**src/rtl/pit_pkg.sv**
```systemverilog
// Package of constants and types for the interval timer programming and readout block.
package pit_pkg;
    localparam int CHANNELS = 3;
    localparam int COUNT_W = 16;
    // Port select codes.
    localparam logic [1:0] PORT_SETUP = 2'h3;
    // Control word and status byte field positions.
    localparam int SEL_HI_BIT = 7;
    localparam int SEL_LO_BIT = 6;
    localparam int FMT_HI_BIT = 5;
    localparam int FMT_LO_BIT = 4;
    localparam int KIND_B2_BIT = 3;
    localparam int KIND_B0_BIT = 1;
    localparam int BCD_BIT = 0;
    localparam int STAT_OUT_BIT = 7;
    localparam int STAT_PEND_BIT = 6;
    // Select code that marks a read-back command.
    localparam logic [1:0] SEL_READBACK = 2'h3;
    // Read-back bit positions.
    localparam int RB_COUNT_N_BIT = 5;
    localparam int RB_STATUS_N_BIT = 4;
    localparam int RB_PICK_BASE = 1;
    // Access formats.
    localparam logic [1:0] FMT_LATCH = 2'h0;
    localparam logic [1:0] FMT_LOW = 2'h1;
    localparam logic [1:0] FMT_HIGH = 2'h2;
    localparam logic [1:0] FMT_BOTH = 2'h3;
    // Reset value for the setup bits of a channel (power-up value is undefined).
    localparam logic [5:0] SETUP_RST = 6'h00;
    localparam logic [7:0] BYTE_ZERO = 8'h00;
    localparam logic [7:0] DATA_IDLE = 8'h00;
    typedef enum logic [2:0] {
        MODE_0, MODE_1, MODE_2, MODE_3, MODE_4, MODE_5
    } op_mode_t;
endpackage
```
**src/rtl/interval_timer_program_readout.sv**
```systemverilog
// Programming and readout logic of a three-channel 16-bit interval timer.

// Bus cycle overview.
// The host port is sampled on the system clock; the strobes are level signals, active low.
// A write is taken on the first clock in which chip select and the write strobe are
// low while the read strobe is high. Holding the strobe longer has no further effect,
// so a slow host cannot load the same byte twice.
// A read drives data one clock after the strobe is seen and keeps driving while the
// strobe stays low. The byte sequence of the channel moves on only once the strobe
// ends, so a read stretched by wait states returns one byte, not several.
// The output enable is registered; board logic turns it into the pin drive enable.
//
// Port map of the select inputs.
// Codes 0 to 2 reach the three channels, code 3 the setup command register.
// Reading code 3 does nothing and leaves the bus released.
//
// Channel interface.
// Each channel hands its holding register, a one-cycle ready pulse, a one-cycle
// setup pulse, its decoded mode and its decimal select to the counting core.
// The core returns its running count, the level of its output pin and a pulse
// when the holding register has moved into the counter.
// All of these outputs come from flip-flops, so the core sees no decode glitches.
//
// Latching.
// A latch command or a read-back freezes a copy of the running count per channel.
// The copy stays until the host has read every byte of it, or until the channel
// is programmed again. A second latch before that is dropped, so the host always
// sees the value of the first request.
//
// Read-back.
// One read-back write may freeze count, status or both for any set of channels.
// When both are frozen the status byte comes out first, then the count bytes, and
// after that the channel shows its running count again.
//
// Limitations.
// There is no counting here; the running counts come from outside. A plain read of
// a running channel may return a torn value unless the host stops that channel's
// clock first; a latch command avoids the hazard.
// Reset values stand in for the undefined power-up state and are all zero, which
// happens to decode as a latch format; software must program a channel before use.
// The live count qualifier is accepted but not used here.
module interval_timer_program_readout
    import pit_pkg::*;
(
    input  wire logic                          clk_sys_i,
    input  wire logic                          rst_b_i,
    input  wire logic                          chip_sel_b_i,
    input  wire logic                          rd_b_i,
    input  wire logic                          wr_b_i,
    input  wire logic                          port_sel_hi_i,
    input  wire logic                          port_sel_lo_i,
    input  wire logic [7:0]                    data_i,
    output logic      [7:0]                    data_o,
    output logic                               data_oe_o,
    input  wire logic [pit_pkg::CHANNELS-1:0]  live_count_valid_i,
    input  wire logic [pit_pkg::COUNT_W-1:0]   live_count_i [pit_pkg::CHANNELS],
    input  wire logic [pit_pkg::CHANNELS-1:0]  chan_out_level_i,
    input  wire logic [pit_pkg::CHANNELS-1:0]  count_loaded_i,
    output logic      [pit_pkg::COUNT_W-1:0]   preset_holding_o [pit_pkg::CHANNELS],
    output logic      [pit_pkg::CHANNELS-1:0]  preset_ready_o,
    output logic      [pit_pkg::CHANNELS-1:0]  setup_written_o,
    output logic      [2:0]                    op_mode_o [pit_pkg::CHANNELS],
    output logic      [pit_pkg::CHANNELS-1:0]  bcd_mode_o
);
    import pit_pkg::*;

    // Strobes are taken as synchronous; edge detect so a long strobe acts once.
    // The write strobe only counts with the read strobe high, so a host that
    // glitches both low at once is treated as reading, which cannot corrupt a
    // holding register.
    logic rd_q;
    logic wr_q;
    wire  rd_act    = ~chip_sel_b_i & ~rd_b_i;
    wire  wr_act    = ~chip_sel_b_i & ~wr_b_i & rd_b_i;
    wire  rd_end    = rd_q & ~rd_act;
    wire  wr_start  = wr_act & ~wr_q;
    wire [1:0] port = {port_sel_hi_i, port_sel_lo_i};
    wire  setup_wr  = wr_start & (port == PORT_SETUP);
    wire [1:0] sel  = data_i[SEL_HI_BIT:SEL_LO_BIT];
    wire [1:0] fmt  = data_i[FMT_HI_BIT:FMT_LO_BIT];
    wire  is_rb     = sel == SEL_READBACK;
    wire  rb_cnt    = setup_wr & is_rb & ~data_i[RB_COUNT_N_BIT];
    wire  rb_sts    = setup_wr & is_rb & ~data_i[RB_STATUS_N_BIT];

    // Strobe history for the edge detectors above.
    // Reset clears it to the inactive level, so releasing reset with a strobe
    // already low still yields exactly one start edge.
    always_ff @(posedge clk_sys_i or negedge rst_b_i) begin
        if (!rst_b_i) begin
            rd_q <= 1'b0;
            wr_q <= 1'b0;
        end else begin
            rd_q <= rd_act;
            wr_q <= wr_act;
        end
    end

    // Read data for the byte in flight, per channel; gathered below.
    // Each entry is a plain decode of that channel's state and is never stored.
    logic [7:0] rd_byte [CHANNELS];

    // Mode decode: top bit is a don't-care when the middle bit is set.
    // The raw setup bits are kept as written for the status byte; only the
    // decoded mode handed to the core folds the don't-care bit away.
    function automatic logic [2:0] decode_mode(input logic [2:0] k);
        logic [2:0] m;
        m = 3'(MODE_0);
        if (k[1]) begin
            m = k[0] ? 3'(MODE_3) : 3'(MODE_2);
        end else begin
            case ({k[2], k[0]})
                2'h0:    m = 3'(MODE_0);
                2'h1:    m = 3'(MODE_1);
                2'h2:    m = 3'(MODE_4);
                default: m = 3'(MODE_5);
            endcase
        end
        return m;
    endfunction

    // Per-channel state, built once per channel by the loop below.
    // setup        last setup bits, kept for status and format decode.
    // wr_hi_next   the next count byte written is the high byte.
    // rd_hi_next   the next count byte read is the high byte.
    // cnt_held     snapshot_latch holds a frozen count not yet fully read.
    // sts_held     status_snap holds a frozen status byte not yet read.
    // pending      a count or setup was written but not yet loaded.
    // holding      the preset holding register.
    // ready        a complete count has just been written.
    // Read and write sequencing are kept apart on purpose, so a host may read
    // the low byte, write a low byte, read the high byte and write a high byte
    // of one channel without either sequence losing its place.
    // A channel never looks at another channel's state; the only shared logic
    // is the strobe edge detect, the address and command decode and the read mux.
    // A two-byte access torn by a second routine on the same channel is not
    // detected; the host software has to keep such accesses unbroken.
    genvar c;
    generate
        for (c = 0; c < CHANNELS; c++) begin : g_chan
            logic [5:0]         setup;
            logic               wr_hi_next;
            logic               rd_hi_next;
            logic               cnt_held;
            logic               sts_held;
            logic [COUNT_W-1:0] snapshot_latch;
            logic [7:0]         status_snap;
            logic               pending;
            logic [COUNT_W-1:0] holding;
            logic               ready;

            wire [1:0] cfmt     = setup[FMT_HI_BIT:FMT_LO_BIT];
            wire       hit_rb   = data_i[RB_PICK_BASE + c];
            wire       prog_c   = setup_wr & ~is_rb & (sel == 2'(c))
                                  & (fmt != FMT_LATCH);
            wire       latch_c  = (setup_wr & ~is_rb & (sel == 2'(c))
                                  & (fmt == FMT_LATCH))
                                  | (rb_cnt & hit_rb);
            wire       latch_s  = rb_sts & hit_rb;
            wire       cnt_wr   = wr_start & (port == 2'(c));
            wire       cnt_done = cnt_wr & ((cfmt != FMT_BOTH) | wr_hi_next);
            wire       rd_me    = rd_end & (port == 2'(c));
            wire       rd_sts   = rd_me & sts_held;
            wire       rd_cnt   = rd_me & ~sts_held;
            wire       rd_last  = rd_cnt & ((cfmt != FMT_BOTH) | rd_hi_next);
            wire [COUNT_W-1:0] view = cnt_held ? snapshot_latch : live_count_i[c];
            wire       take_hi  = (cfmt == FMT_HIGH) | ((cfmt == FMT_BOTH) & rd_hi_next);
            wire [7:0] stat_now = {chan_out_level_i[c], pending, setup};

            // Current byte for a read: status first, then count in its format.
            assign rd_byte[c] = sts_held ? status_snap :
                                (take_hi ? view[15:8] : view[7:0]);

            // Setup word and byte sequencing; reprogramming clears held latches.
            // Programming restarts both sequences, so a host that lost its place
            // in a two-byte access can recover by writing the setup word again.
            always_ff @(posedge clk_sys_i or negedge rst_b_i) begin
                if (!rst_b_i) begin
                    setup      <= SETUP_RST;
                    wr_hi_next <= 1'b0;
                    rd_hi_next <= 1'b0;
                end else if (prog_c) begin
                    setup      <= data_i[5:0];
                    wr_hi_next <= 1'b0;
                    rd_hi_next <= 1'b0;
                end else begin
                    if (cnt_wr && cfmt == FMT_BOTH) begin
                        wr_hi_next <= ~wr_hi_next;
                    end
                    if (rd_cnt && cfmt == FMT_BOTH) begin
                        rd_hi_next <= ~rd_hi_next;
                    end
                end
            end

            // Count snapshot: first latch wins until fully read.
            // The snapshot data is left as it is when released; the read path
            // stops using it as soon as cnt_held drops.
            always_ff @(posedge clk_sys_i or negedge rst_b_i) begin
                if (!rst_b_i) begin
                    cnt_held       <= 1'b0;
                    snapshot_latch <= '0;
                end else if (prog_c) begin
                    cnt_held <= 1'b0;
                end else if (latch_c && !cnt_held) begin
                    cnt_held       <= 1'b1;
                    snapshot_latch <= live_count_i[c];
                end else if (rd_last) begin
                    cnt_held <= 1'b0;
                end
            end

            // Status snapshot: first latch wins until read once.
            // A held status byte is served before any count byte, so it also
            // blocks the count read sequence from moving until it is read.
            always_ff @(posedge clk_sys_i or negedge rst_b_i) begin
                if (!rst_b_i) begin
                    sts_held    <= 1'b0;
                    status_snap <= BYTE_ZERO;
                end else if (prog_c) begin
                    sts_held <= 1'b0;
                end else if (latch_s && !sts_held) begin
                    sts_held    <= 1'b1;
                    status_snap <= stat_now;
                end else if (rd_sts) begin
                    sts_held <= 1'b0;
                end
            end

            // Pending load: a setting event wins over a transfer in the same cycle.
            // Losing the set would report a fresh count as loaded while the core
            // still runs the old one, which is the worse of the two errors.
            always_ff @(posedge clk_sys_i or negedge rst_b_i) begin
                if (!rst_b_i) begin
                    pending <= 1'b0;
                end else if (prog_c || cnt_done) begin
                    pending <= 1'b1;
                end else if (count_loaded_i[c]) begin
                    pending <= 1'b0;
                end
            end

            // Preset holding register; single-byte formats zero the other half.
            // The ready pulse only follows the last byte of a count, so the core
            // never loads half of a two-byte value.
            always_ff @(posedge clk_sys_i or negedge rst_b_i) begin
                if (!rst_b_i) begin
                    holding <= '0;
                    ready   <= 1'b0;
                end else begin
                    ready <= cnt_done;
                    if (prog_c) begin
                        holding <= '0;
                    end else if (cnt_wr) begin
                        case (cfmt)
                            FMT_LOW:  holding <= {BYTE_ZERO, data_i};
                            FMT_HIGH: holding <= {data_i, BYTE_ZERO};
                            FMT_BOTH: begin
                                if (wr_hi_next) begin
                                    holding[15:8] <= data_i;
                                end else begin
                                    holding[7:0] <= data_i;
                                end
                            end
                            default:  holding <= holding;
                        endcase
                    end
                end
            end

            // Channel outputs to the counting logic, all registered.
            // The extra stage costs one clock of latency towards the core, which
            // is far below any count clock period the core can accept.
            always_ff @(posedge clk_sys_i or negedge rst_b_i) begin
                if (!rst_b_i) begin
                    preset_holding_o[c] <= '0;
                    preset_ready_o[c]   <= 1'b0;
                    setup_written_o[c]  <= 1'b0;
                    op_mode_o[c]        <= 3'(MODE_0);
                    bcd_mode_o[c]       <= 1'b0;
                end else begin
                    preset_holding_o[c] <= holding;
                    preset_ready_o[c]   <= ready;
                    setup_written_o[c]  <= prog_c;
                    op_mode_o[c]        <= decode_mode(setup[KIND_B2_BIT:KIND_B0_BIT]);
                    bcd_mode_o[c]       <= setup[BCD_BIT];
                end
            end
        end
    endgenerate

    // Read data mux; the setup port and idle bus read back as released.
    // The mux works from the select inputs directly rather than a registered
    // copy. That costs a little decode depth in front of data_o, but the byte
    // follows the port in the same clock as the strobe, which keeps the read
    // latency at one clock.
    wire [7:0] sel_byte = (port == 2'h0) ? rd_byte[0] :
                          (port == 2'h1) ? rd_byte[1] :
                          (port == 2'h2) ? rd_byte[2] : DATA_IDLE;
    wire       drive    = rd_act & (port != PORT_SETUP);

    // Data drives while a read strobe is active; the byte is advanced as it ends.
    // The bus shows zero whenever it is not driven, so stale data never leaks
    // onto the pins if the enable is late to drop.
    always_ff @(posedge clk_sys_i or negedge rst_b_i) begin
        if (!rst_b_i) begin
            data_o    <= DATA_IDLE;
            data_oe_o <= 1'b0;
        end else begin
            data_o    <= drive ? sel_byte : DATA_IDLE;
            data_oe_o <= drive;
        end
    end

    // Unused in this block: live value qualifiers are for the counting core.
    // The reduction keeps the input visibly consumed without adding logic.
    wire unused_ok = &live_count_valid_i | 1'b1;
endmodule

```
**config.mk**
```make
export PLATFORM = sky130hd
export DESIGN_NAME = interval_timer_program_readout
export DESIGN_NICKNAME = d
export VERILOG_FILES = /design/src/rtl/pit_pkg.sv /design/src/rtl/interval_timer_program_readout.sv
export SDC_FILE = /design/constraint.sdc
export NUM_CORES = 1
export LEC_CHECK = 0
export ABC_AREA = 1
export BUFFER_PORTS_ARGS = -buffer_cell sky130_fd_sc_hd__buf_2
export CAP_MARGIN = 25
export CORE_MARGIN = 1.5
export CORE_UTILIZATION = 35
export CTS_CLUSTER_SIZE = 16
export DETAILED_ROUTE_END_ITERATION = 8
export GPL_ROUTABILITY_DRIVEN = 0
export PLACE_DENSITY = 0.61
export SETUP_SLACK_MARGIN = 0.4
export SLEW_MARGIN = 20
export SYNTH_ARGS = -nofsm -noshare
export SYNTH_HDL_FRONTEND = slang
export SYNTH_SLANG_ARGS = --single-unit
```
**constraint.sdc**
```tcl
create_clock -name clk_sys_i -period 1.31 [get_ports clk_sys_i]
set_input_delay 0 -clock clk_sys_i [delete_from_list [all_inputs] [get_ports clk_sys_i]]
set_output_delay 0 -clock clk_sys_i [all_outputs]
set_load 0.01 [all_outputs]
```
==> flow_summary.json, run 1 <==
{
  "critPathKind": "flop to flop",
  "max-cap-violations": 0,
  "synth_cell_types": 31,
  "grt_pass1_wl_um": 45100,
  "cts.htree.levels": 1,
  "crit_fanout": 17,
  "fin_setup_tns_ps": -29840,
  "max-clock-path-buffers": 3,
  "port_buffers": 143,
  "finalHoldViolCount": 30,
  "post-route-period-util_pct": 120,
  "grt_pass1_vias": 8516,
  "overflow": 0,
  "die_w_um": 170,
  "flow.area_growth_from_synthesis_pct": 47.5,
  "setup_repair_after_global_routing_missed_its_margin": "yes",
  "netlist.top_cell.by_area": "sky130_fd_sc_hd__dfrtp_1",
  "cts_tree": "built",
  "final_net_count": 1533,
  "clock_sinks": 233,
  "critical_path.startpoint_type": "flop",
  "dpl.hpwl_um": 19700,
  "worstPathCellList": "inv_2 -> nand3_4 -> nor2_4 -> buf_2 -> nand2_1 -> nand2_4 -> nand2_8 -> nand2_1 -> nand2_1",
  "synth_top_area_share_pct": 59.8,
  "synthFlopType": "sky130_fd_sc_hd__dfrtp_1",
  "post_route_setup_slack_ps": -262,
  "syn-num-nets": 1181,
  "violations": "hold timing, setup timing",
  "critical_path_required_ps": 1710,
  "ctsHoldBuffers": 71,
  "power.share.switching_pct": 27.0,
  "pwr_dens_mw_per_mm2": 1360,
  "initial_core_util_pct": 35.9,
  "inserted_clock_buffers": 25,
  "irDropWorstVdd_uv": 901,
  "share_clk_of_total_power_pct": 39.2,
  "share_seq_of_total_power_pct": 43.4,
  "final-setup-viol-count": 162,
  "drt-vias-per-instance": 4.81,
  "grt_antenna_before_repair": 2,
  "core_mm2": 0.0272,
  "total_leakage_power_nw": 7.54,
  "placementRows": 60,
  "p_sw_mw": 5.27,
  "critPathCaptureType": "flop",
  "num-fill-cells": 2435,
  "finalClockSkew_ps": 15.2,
  "initialDrtViolationCount": 686,
  "slew_headroom_pct": 72.4,
  "cp_slowest_cell": "sky130_fd_sc_hd__dfrtp_1",
  "die_area_mm2": 0.0289,
  "synth_sequential_area_ratio_pct": 59.8,
  "netlist_top_cells_area": "sky130_fd_sc_hd__dfrtp_1 (60%), sky130_fd_sc_hd__nand2_1 (12%), sky130_fd_sc_hd__nand3_1 (5.9%), sky130_fd_sc_hd__o21ai_0 (5.4%), sky130_fd_sc_hd__nor2_1 (4.5%)",
  "timing.final.crit_period_ps": 1570,
  "timing_max_transition_violations_final": 0,
  "drt_drc_violations_left": 0,
  "postSynthAreaPerCell_um2": 8.80,
  "io-pin-count": 147,
  "gate_count_after_technology_mapping": 1109,
  "clk_pin_slew_ps": 70,
  "worst-slew-pin-transition_ps": 414,
  "route.final.wire_length_um": 29300,
  "ys_top_cells_by_count": "sky130_fd_sc_hd__nand2_1 (321), sky130_fd_sc_hd__dfrtp_1 (233), sky130_fd_sc_hd__nor2_1 (118)",
  "clock_latency_on_the_worst_skew_pair_ps": 530,
  "outcome": "finished, violations left",
  "route.detailed.wl_per_inst_um": 15.8,
  "post_synth_instance_area_mm2": 0.00976,
  "async_reset_ff_share_pct": 100,
  "via_count": 8913,
  "grt_start_max_net_pins": 61,
  "fmax_mhz": 636,
  "placement.cell_area_mm2": 0.0118,
  "part_of_the_power_in_combinational_logic_pct": 17.4,
  "worst_path_most_repeated_cell": "sky130_fd_sc_hd__nand2_1",
  "synthesis_warning_total": 0,
  "antenna_violating_nets_post_route": 0,
  "synth-edff-count": 0,
  "cts-root-buf": "sky130_fd_sc_hd__clkbuf_16",
  "share_of_layout_cells_above_drive_strength_1_pct": 32.0,
  "fin_hold_ws_ps": -61.0,
  "grt_usage_pct": 19.9,
  "chipHeight_um": 170,
  "crit_arrival_ps": 1980,
  "synth_most_common_cell": "sky130_fd_sc_hd__nand2_1",
  "synth_seq_cells": 233,
  "critical_path.max_stage_delay_ps": 370,
  "area_of_all_placed_cells_without_fillers_mm2": 0.0144,
  "hold_path.class": "input pin to async pin",
  "internal-power_mw": 14.3,
  "drt_first_pass_iters": 5
}
## worst paths after layout
kind                       depth (start not counted)            start  slack, ps                           end
hold reg to reg                                    0  g_chan[0].ready        350             preset_ready_o[0]
max in group asynchronous                          3          rst_b_i        730  g_chan[0].snapshot_latch[13]
setup reg to reg                                   9             wr_q       -260   g_chan[1].snapshot_latch[0]
min in group clk_sys_i                             4    port_sel_hi_i        -20                     data_oe_o
setup / recovery                                   9             wr_q       -260   g_chan[1].snapshot_latch[0]
hold / removal                                     2          rst_b_i        -60  g_chan[2].snapshot_latch[13]
## cells in the final DEF (no fill, tap or decap), types with 6 or more instances in the layout
master,netlist,layout
sky130_fd_sc_hd__nand3_2,3,16
sky130_fd_sc_hd__nor2_4,3,7
sky130_fd_sc_hd__inv_1,83,63
sky130_fd_sc_hd__buf_4,7,115
sky130_fd_sc_hd__nand3_1,116,96
sky130_fd_sc_hd__nand2_4,3,11
sky130_fd_sc_hd__nand2_2,5,31
sky130_fd_sc_hd__o21ai_2,0,19
sky130_fd_sc_hd__a21oi_2,0,6
sky130_fd_sc_hd__o21ai_0,105,45
sky130_fd_sc_hd__nand3_4,0,9
sky130_fd_sc_hd__dlygate4sd3_1,0,71
sky130_fd_sc_hd__inv_2,2,15
sky130_fd_sc_hd__clkbuf_16,0,27
sky130_fd_sc_hd__dfrtp_1,233,230
sky130_fd_sc_hd__o21ai_1,4,45
sky130_fd_sc_hd__nand2_1,321,284
sky130_fd_sc_hd__a21oi_1,14,8
sky130_fd_sc_hd__buf_2,11,129
sky130_fd_sc_hd__o211ai_1,8,8
sky130_fd_sc_hd__buf_12,0,12
sky130_fd_sc_hd__nor2_1,118,111
sky130_fd_sc_hd__nand4_1,20,20
sky130_fd_sc_hd__o2111ai_1,8,8
sky130_fd_sc_hd__buf_6,4,34
## what timing repair did
action | 4_1_cts | 5_1_grt
cloned | 2 | 6
buffers inserted | 5 | 22
setup endpoints to repair | 242 | 243
gates resized for setup | 72 | 157
endpoints found under the hold margin | 330 | 30
pin swaps | 17 | 32
## stage by stage
| step | util (%) | setup slack, ps | instances | total power [mW] |
|---|---|---|---|---|
| 2_1_floorplan | - | -121 | 1109 | 9.83 |
| 3_3_place_gp | 43.4 | -283 | 1700 | 11.3 |
| 3_5_place_dp | 43.4 | -341 | 1700 | 11.3 |
| 4_1_cts | 50.3 | -241 | 1824 | 19.2 |
| 5_1_grt | 53.0 | -377 | 1853 | 20.4 |
| 6_report | 53.0 | -262 | 1853 | 19.5 |
## layer usage
metal	global-route usage (%)	up-vias	part of all wire [%]
li1	-	4311	-
met1	27.8	4283	45
met2	31.6	257	47
met3	2.81	60	5.1
met4	7.00	2	2.7
met5	0	-	0.031
## registers in the layout, summed over array words and instances (netlist names)
name / cells
g_chan.sts_held: 3
bcd_mode_o: 3
data_oe_o: 1
g_chan.pending: 3
wr_q: 1
g_chan.snapshot_latch: 48
g_chan.cnt_held: 3
g_chan.rd_hi_next: 3
preset_ready_o: 3
g_chan.status_snap: 24
op_mode_o: 9
g_chan.holding: 48
setup_written_o: 3
preset_holding_o: 48
data_o: 8
rd_q: 1
g_chan.setup: 18
g_chan.wr_hi_next: 3
g_chan.ready: 3
## worst max-delay path, delay by kind of cell, from the launching register on
| family | cells | cell delay (ps) |
|---|---|---|
| DFF | 1 | 370 |
| and+or+nand+nor | 7 | 810 |
| buffers and inverters | 2 | 270 |
## area by class of cell
class	count	area [um2]	share of cell area, %
inverters	88	362	2.51
diodes	1	2.50	0.0174
clock buffers	33	696	4.83
multi-input cells	747	3890	27.0
repair buffers	366	2940	20.4
flip-flops and latches	233	5830	40.5
well taps	372	465	3.23
clock inverters	13	206	1.43
## power by group through the flow
stage                     Sequential, mW  Clock (mW)  Combinational, mW
after floorplan                     8.55           0               1.28
after global placement              8.55           0               2.71
after detailed placement            8.53           0               2.74
after CTS                           8.44        7.79               3.01
after global routing                8.56        8.10               3.75
final                               8.48        7.64               3.40
## cells by family (layout without fill, tap and decap cells)
kind of cell | after synthesis | count (layout) | synth area share (%)
flip-flops | 233 | 233 | 59.8
XOR/XNOR | 5 | 5 | 0.449
AO/OA/AOI/OAI | 143 | 143 | 7.92
other | 0 | 1 | 0
buffers and inverters | 132 | 500 | 5.80
AND/OR/NAND/NOR | 596 | 599 | 26.1
(Power assumes the default switching activity.)
==> run 2, diff against run 1 <==
--- a/config.mk
+++ b/config.mk
@@ -14,7 +14,6 @@
 export DETAILED_ROUTE_END_ITERATION = 8
 export GPL_ROUTABILITY_DRIVEN = 0
 export PLACE_DENSITY = 0.61
-export SETUP_SLACK_MARGIN = 0.4
 export SLEW_MARGIN = 20
 export SYNTH_ARGS = -nofsm -noshare
 export SYNTH_HDL_FRONTEND = slang
==> run 2 against run 1 <==
  * The run ends with setup timing left
  * First-iteration DRC count fell by 6.3%
  * Worst hold slack improved by 84 ps
  * Via count barely moved
  * Sequential power barely moved
  * Largest power group unchanged
  * Non-clock buffer count fell by 4
  * Critical path type unchanged
==> flow_summary.json, run 2 (synthesis gave the netlist of run 1 again) <==
{
  "outcome": "finished, violations left",
  "violations": "setup timing",
  "worst-slew-pin-transition_ps": 527,
  "crit_arrival_ps": 2050,
  "max-clock-path-buffers": 3,
  "post_route_setup_slack_ps": -291,
  "internal-power_mw": 14.2,
  "drt_drc_violations_left": 0,
  "finalClockSkew_ps": 21.2,
  "via_count": 8915,
  "cts_tree": "built",
  "clock_sinks": 233,
  "clk_pin_slew_ps": 60,
  "fin_setup_tns_ps": -35450,
  "share_clk_of_total_power_pct": 40.0,
  "cts.htree.levels": 1,
  "grt_pass1_vias": 8666,
  "post-route-period-util_pct": 122,
  "drt-vias-per-instance": 4.81,
  "share_seq_of_total_power_pct": 43.3,
  "drt_first_pass_iters": 5,
  "grt_start_max_net_pins": 46,
  "max-cap-violations": 0,
  "die_area_mm2": 0.0289,
  "critPathCaptureType": "flop",
  "chipHeight_um": 170,
  "pwr_dens_mw_per_mm2": 1350,
  "final_cell_mix": "sky130_fd_sc_hd__nand2_1 (273), sky130_fd_sc_hd__dfrtp_1 (230), sky130_fd_sc_hd__buf_2 (142)",
  "overflow": 0,
  "inserted_clock_buffers": 25,
  "critPathKind": "flop to flop",
  "core_mm2": 0.0272,
  "share_of_layout_cells_above_drive_strength_1_pct": 33.0,
  "grt_pass1_wl_um": 46800,
  "placementRows": 60,
  "timing_max_transition_violations_final": 0,
  "part_of_the_power_in_combinational_logic_pct": 16.6,
  "grt_antenna_before_repair": 1,
  "dpl.hpwl_um": 19700,
  "setup_repair_after_global_routing_missed_its_margin": "yes",
  "clock_latency_on_the_worst_skew_pair_ps": 530,
  "initialDrtViolationCount": 643,
  "final-setup-viol-count": 163,
  "crit_fanout": 6,
  "fmax_mhz": 625,
  "finalHoldViolCount": 0,
  "critical_path_required_ps": 1760,
  "grt_usage_pct": 20.7,
  "irDropWorstVdd_uv": 932,
  "die_w_um": 170,
  "antenna_violating_nets_post_route": 0,
  "timing.reg2reg.setup_slack_ps": -290,
  "final_common_cell": "sky130_fd_sc_hd__nand2_1",
  "hold_path.class": "input pin to flop",
  "biggestRegsByFlops": "g_chan.holding: 48 flops, g_chan.snapshot_latch: 48 flops, preset_holding_o: 48 flops",
  "initial_core_util_pct": 35.9,
  "power.share.switching_pct": 27.4,
  "flow.area_growth_from_synthesis_pct": 48.0,
  "io-pin-count": 147,
  "timing.final.crit_period_ps": 1600,
  "critical_path.startpoint_type": "flop",
  "route.final.wire_length_um": 29900,
  "p_total_mw": 19.5,
  "port_buffers": 143,
  "p_sw_mw": 5.35,
  "slew_headroom_pct": 64.7,
  "final_net_count": 1532,
  "cts-root-buf": "sky130_fd_sc_hd__clkbuf_16",
  "total_leakage_power_nw": 7.60,
  "route.detailed.wl_per_inst_um": 16.2
}
-- run 2: cell types whose count changed in the layout (fill, tap and decap cells not counted), moves of 3 or more --
| cell | change |
|---|---|
| sky130_fd_sc_hd__nand3_1 | -13 |
| sky130_fd_sc_hd__nand2_2 | +14 |
| sky130_fd_sc_hd__clkbuf_1 | -3 |
| sky130_fd_sc_hd__o21ai_0 | +7 |
| sky130_fd_sc_hd__buf_2 | +13 |
| sky130_fd_sc_hd__buf_16 | +4 |
| sky130_fd_sc_hd__buf_6 | -12 |
| sky130_fd_sc_hd__buf_4 | -9 |
| sky130_fd_sc_hd__nand2_1 | -11 |
| sky130_fd_sc_hd__inv_1 | +6 |
| sky130_fd_sc_hd__nand3_2 | +12 |
| sky130_fd_sc_hd__o21ai_1 | -6 |
| sky130_fd_sc_hd__inv_2 | -3 |
-- run 2: repair_timing --
action	CTS	global route
setup endpoints to repair	166	165
pin swaps	28	46
buffers inserted	13	6
endpoints found under the hold margin	327	0
hold buffers	72	0
resized for setup	156	96
cloned	10	3
-- run 2: path summary, 6_finish.rpt --
kind / startpoint / to / cells past startpoint
max in group asynchronous: rst_b_i / g_chan[1].setup[5] / 4
worst max-delay path: wr_q / g_chan[2].snapshot_latch[8] / 9
worst max register to register: wr_q / g_chan[2].snapshot_latch[8] / 9
worst min register to register: g_chan[0].ready / preset_ready_o[0] / 0
worst min-delay path: data_i[7] / g_chan[1].setup[5] / 5
min in group asynchronous: rst_b_i / preset_holding_o[10] / 3
-- run 2: critical path, cell delays in order, from the launching register on --
cell,delay (ps)
sky130_fd_sc_hd__dfrtp_1,380
sky130_fd_sc_hd__inv_2,80
sky130_fd_sc_hd__nand3_4,100
sky130_fd_sc_hd__nor2_4,140
sky130_fd_sc_hd__buf_6,140
sky130_fd_sc_hd__nand4_1,220
sky130_fd_sc_hd__nand2_8,200
sky130_fd_sc_hd__buf_6,140
sky130_fd_sc_hd__nand3_1,70
sky130_fd_sc_hd__nand2_1,60
-- run 2: stage by stage --
step	worst slack (ps)	hold slack (ps)	util, %	instances	instance area, um2
6_report	-291	22.6	53.1	1852	14400
5_1_grt	-361	43.4	53.1	1852	14400
4_1_cts	-237	59.4	51.9	1842	14100
3_5_place_dp	-424	-59.2	43.3	1701	11800
3_3_place_gp	-355	-59.5	43.3	1701	11800
2_1_floorplan	-121	-296	-	1109	9800
-- run 2: layer usage --
layer / wire length, um / global-route usage [%] / up-vias
li1: - / - / 4306
met1: 13200 / 28.4 / 4277
met2: 14300 / 33.3 / 271
met3: 1600 / 3.35 / 61
met4: 845 / 6.93 / 0
met5: 0 / 0 / -
-- run 2: power groups by stage --
| stage | sequential [mW] | clock, mW | combinational, mW |
|---|---|---|---|
| 6_report | 8.47 | 7.83 | 3.25 |
| 5_1_grt | 8.55 | 8.30 | 3.60 |
| 4_1_cts | 8.45 | 7.95 | 3.05 |
| 3_5_place_dp | 8.54 | 0 | 2.70 |
| 3_3_place_gp | 8.56 | 0 | 2.65 |
| 2_1_floorplan | 8.54 | 0 | 1.21 |
-- run 2: cell type report --
class                           instances  area (um2)
Inverter                               88         348
Timing Repair Buffer                  362        2890
Timing Repair inverter                  1        6.26
Clock inverter                         15         224
Tap cell                              372         465
Antenna cell                            1        2.50
Sequential cell                       233        5830
Multi-Input combinational cell        749        3980
Fill cell                            2438       12700
Clock buffer                           31         698
==> run 3, diff against run 2 <==
--- a/config.mk
+++ b/config.mk
@@ -8,6 +8,7 @@
 export ABC_AREA = 1
 export BUFFER_PORTS_ARGS = -buffer_cell sky130_fd_sc_hd__buf_2
 export CAP_MARGIN = 25
+export CORE_ASPECT_RATIO = 1.1
 export CORE_MARGIN = 1.5
 export CORE_UTILIZATION = 35
 export CTS_CLUSTER_SIZE = 16
==> constraint.sdc (replaced) <==
create_clock -name clk_sys_i -period 1.31 [get_ports clk_sys_i]
set_input_delay 0.262 -clock clk_sys_i [delete_from_list [all_inputs] [get_ports clk_sys_i]]
set_output_delay 0.262 -clock clk_sys_i [all_outputs]
set_load 0.01 [all_outputs]
==> run 3 against run 2 <==
  * The run still ends with setup timing left
  * Clock power rose by 0.8%
  * Design area fell by 0.55%
  * Non-clock buffer count fell by 14
  * Register-to-register slack barely moved
  * Worst setup slack got worse by 3.9 ps
  * Power rose by 0.77%
  * Clock skew fell by 11 ps
  * Via count barely moved
  * Critical path type unchanged
  * Critical path depth did not move
  * Core utilization fell by 0.33 points
  * Sequential power barely moved
  * Final cell count fell by 1.8%
==> flow_summary.json, run 3 (synthesis gave the netlist of run 1 again) <==
{
  "grt_antenna_before_repair": 0,
  "route.final.wire_length_um": 29700,
  "min_path_cells": 3,
  "clk_pin_slew_ps": 70,
  "post-route-period-util_pct": 122,
  "final_cell_mix": "sky130_fd_sc_hd__nand2_1 (269), sky130_fd_sc_hd__dfrtp_1 (232), sky130_fd_sc_hd__buf_2 (135)",
  "final_net_count": 1515,
  "num_antenna_cells": 0,
  "fmax_mhz": 623,
  "hold_path.class": "input pin to flop",
  "timing.final.crit_period_ps": 1600,
  "chipHeight_um": 178,
  "outcome": "finished, violations left",
  "cp_slowest_cell": "sky130_fd_sc_hd__dfrtp_1",
  "part_of_the_power_in_combinational_logic_pct": 17.0,
  "total_leakage_power_nw": 7.55,
  "timing_max_transition_violations_final": 0,
  "num-fill-cells": 2424,
  "area_of_the_multi_input_gates_mm2": 0.00403,
  "share_clk_of_total_power_pct": 40.1,
  "grt_start_max_net_pins": 45,
  "crit_fanout": 11,
  "die_area_mm2": 0.0289,
  "global_route.usage.met3_pct": 2.63,
  "clock_latency_on_the_worst_skew_pair_ps": 520,
  "worstPathCellList": "inv_2 -> nand3_4 -> nor2_4 -> buf_6 -> buf_4 -> nand3_4 -> buf_6 -> nand3_1 -> nand2_1",
  "place_inst": 1699,
  "overflow": 0,
  "finalHoldViolCount": 0,
  "share_seq_of_total_power_pct": 43.0,
  "p_total_mw": 19.7,
  "gr-usage-met1_pct": 27.4,
  "route.detailed.wl_per_inst_um": 16.3,
  "cts-root-buf": "sky130_fd_sc_hd__clkbuf_16",
  "flow.area_growth_from_synthesis_pct": 47.2,
  "final_common_cell": "sky130_fd_sc_hd__nand2_1",
  "final-seq-area_mm2": 0.00583,
  "port_buffers": 143,
  "timing.hold.worst_endpoint": "g_chan[0].snapshot_latch[13]",
  "violations": "setup timing",
  "finalClockSkew_ps": 10.2,
  "max-cap-violations": 0,
  "final_core_util_pct": 52.8,
  "critical_path.n_buffers_inverters": 4,
  "antenna_violating_nets_post_route": 0,
  "max-clock-path-buffers": 3,
  "setup_repair_after_global_routing_missed_its_margin": "yes",
  "inserted_clock_buffers": 25,
  "die_w_um": 162,
  "grt_pass1_wl_um": 46300,
  "final-setup-viol-count": 173,
  "place_worst_setup_slack_ps": -507,
  "io-pin-count": 147,
  "cts_tree": "built",
  "core_mm2": 0.0272,
  "biggestRegsByFlops": "g_chan.holding: 48 flops, g_chan.snapshot_latch: 48 flops, preset_holding_o: 48 flops",
  "critical_path.startpoint_type": "flop",
  "placementRows": 63,
  "regToRegStartpoint": "wr_q",
  "crit_arrival_ps": 2020,
  "initial_core_util_pct": 35.9,
  "drt_first_pass_iters": 7,
  "initialDrtViolationCount": 603,
  "critPathCaptureType": "flop",
  "via_count": 8909,
  "worst-slew-pin-transition_ps": 732,
  "fin_setup_tns_ps": -36550,
  "critPathTopFamily": "simple AND/OR/NAND/NOR gates",
  "share_of_layout_cells_above_drive_strength_1_pct": 34.8,
  "p_sw_mw": 5.36,
  "power.share.switching_pct": 27.2,
  "drt-vias-per-instance": 4.90,
  "clock_sinks": 233,
  "global_route.usage.met2_pct": 34.6,
  "grt_busiest_layer": "met2",
  "irDropWorstVdd_uv": 960,
  "critical_path.max_stage_delay_ps": 380,
  "dpl.hpwl_um": 19900,
  "r2r-end": "g_chan[2].cnt_held",
  "cts.htree.levels": 1,
  "r2r_cells": 9,
  "drt_drc_violations_left": 0,
  "placement.cell_area_mm2": 0.0119,
  "timing.reg2reg.setup_slack_ps": -290,
  "min-delay-start": "live_count_i[45]",
  "internal-power_mw": 14.3,
  "area_of_all_placed_cells_without_fillers_mm2": 0.0144,
  "grt_usage_pct": 20.4,
  "fin_hold_ws_ps": 13.1,
  "slew_headroom_pct": 51.0,
  "critical_path_required_ps": 1720,
  "critPathKind": "flop to flop",
  "post_route_setup_slack_ps": -295,
  "grt_pass1_vias": 8822,
  "layoutNonFillerInstCount": 1819,
  "pwr_dens_mw_per_mm2": 1370
}
run 3: changes by cell type in the layout (fill, tap and decap cells not counted), moves of 4 or more:
cell                            previous run  this run
sky130_fd_sc_hd__buf_6                    22        34
sky130_fd_sc_hd__nand3_2                  28        18
sky130_fd_sc_hd__nand2_1                 273       269
sky130_fd_sc_hd__o21ai_2                  17        28
sky130_fd_sc_hd__nor2_1                  112       108
sky130_fd_sc_hd__nand2_4                  10        16
sky130_fd_sc_hd__nand2_2                  45        40
sky130_fd_sc_hd__o21ai_1                  39        34
sky130_fd_sc_hd__clkinvlp_4                2         8
sky130_fd_sc_hd__dlygate4sd3_1            72        45
sky130_fd_sc_hd__o21ai_0                  52        46
sky130_fd_sc_hd__nand3_1                  83        94
sky130_fd_sc_hd__buf_4                   106       116
sky130_fd_sc_hd__buf_2                   142       135
run 3: worst register-to-register path: cells and delay by family, from the launching register on:
family | cells | cell delay, ps
buffers and inverters | 4 | 520
AND/OR/NAND/NOR | 5 | 590
flip-flops | 1 | 380
run 3: cell type report:
class / count / share of cell area, %
Clock buffer: 29 / 4.67
Clock inverter: 17 / 1.86
Inverter: 88 / 2.55
Multi-Input combinational cell: 746 / 28.0
Sequential cell: 233 / 40.6
Tap cell: 357 / 3.11
Timing Repair Buffer: 348 / 19.1
Timing Repair inverter: 1 / 0.0436
run 3: worst max-delay path by stage:
stage / from / end / slack, ps / depth (start not counted)
finish: wr_q / g_chan[2].cnt_held / -290 / 9
global route: wr_q / g_chan[1].status_snap[4] / -390 / 9
detailed placement: chip_sel_b_i / g_chan[2].holding[11] / -510 / 10
global placement: chip_sel_b_i / g_chan[2].holding[9] / -470 / 10
CTS: wr_q / g_chan[1].holding[6] / -250 / 8
floorplan: port_sel_lo_i / g_chan[0].holding[10] / -120 / 8
run 3: layer usage:
layer	part of all wire, %	up-vias
met2	50	235
met4	2.4	0
met5	0	-
met3	4.3	51
met1	44	4350
li1	-	4273
run 3: what timing repair did:
action / in CTS / in global routing
resized for setup: 113 / 174
hold buffers: 45 / 0
hold endpoints to repair: 177 / 0
endpoints found under the setup margin: 188 / 218
cloned: 5 / 2
pin swaps: 31 / 51
buffers inserted: 13 / 14
run 3: power groups by stage:
stage	clock (mW)	combinational, mW	sequential, mW
CTS	8.06	3.07	8.43
global route	8.33	3.70	8.54
detailed placement	0	2.75	8.51
floorplan	0	1.21	8.54
global placement	0	2.71	8.53
finish	7.89	3.34	8.46
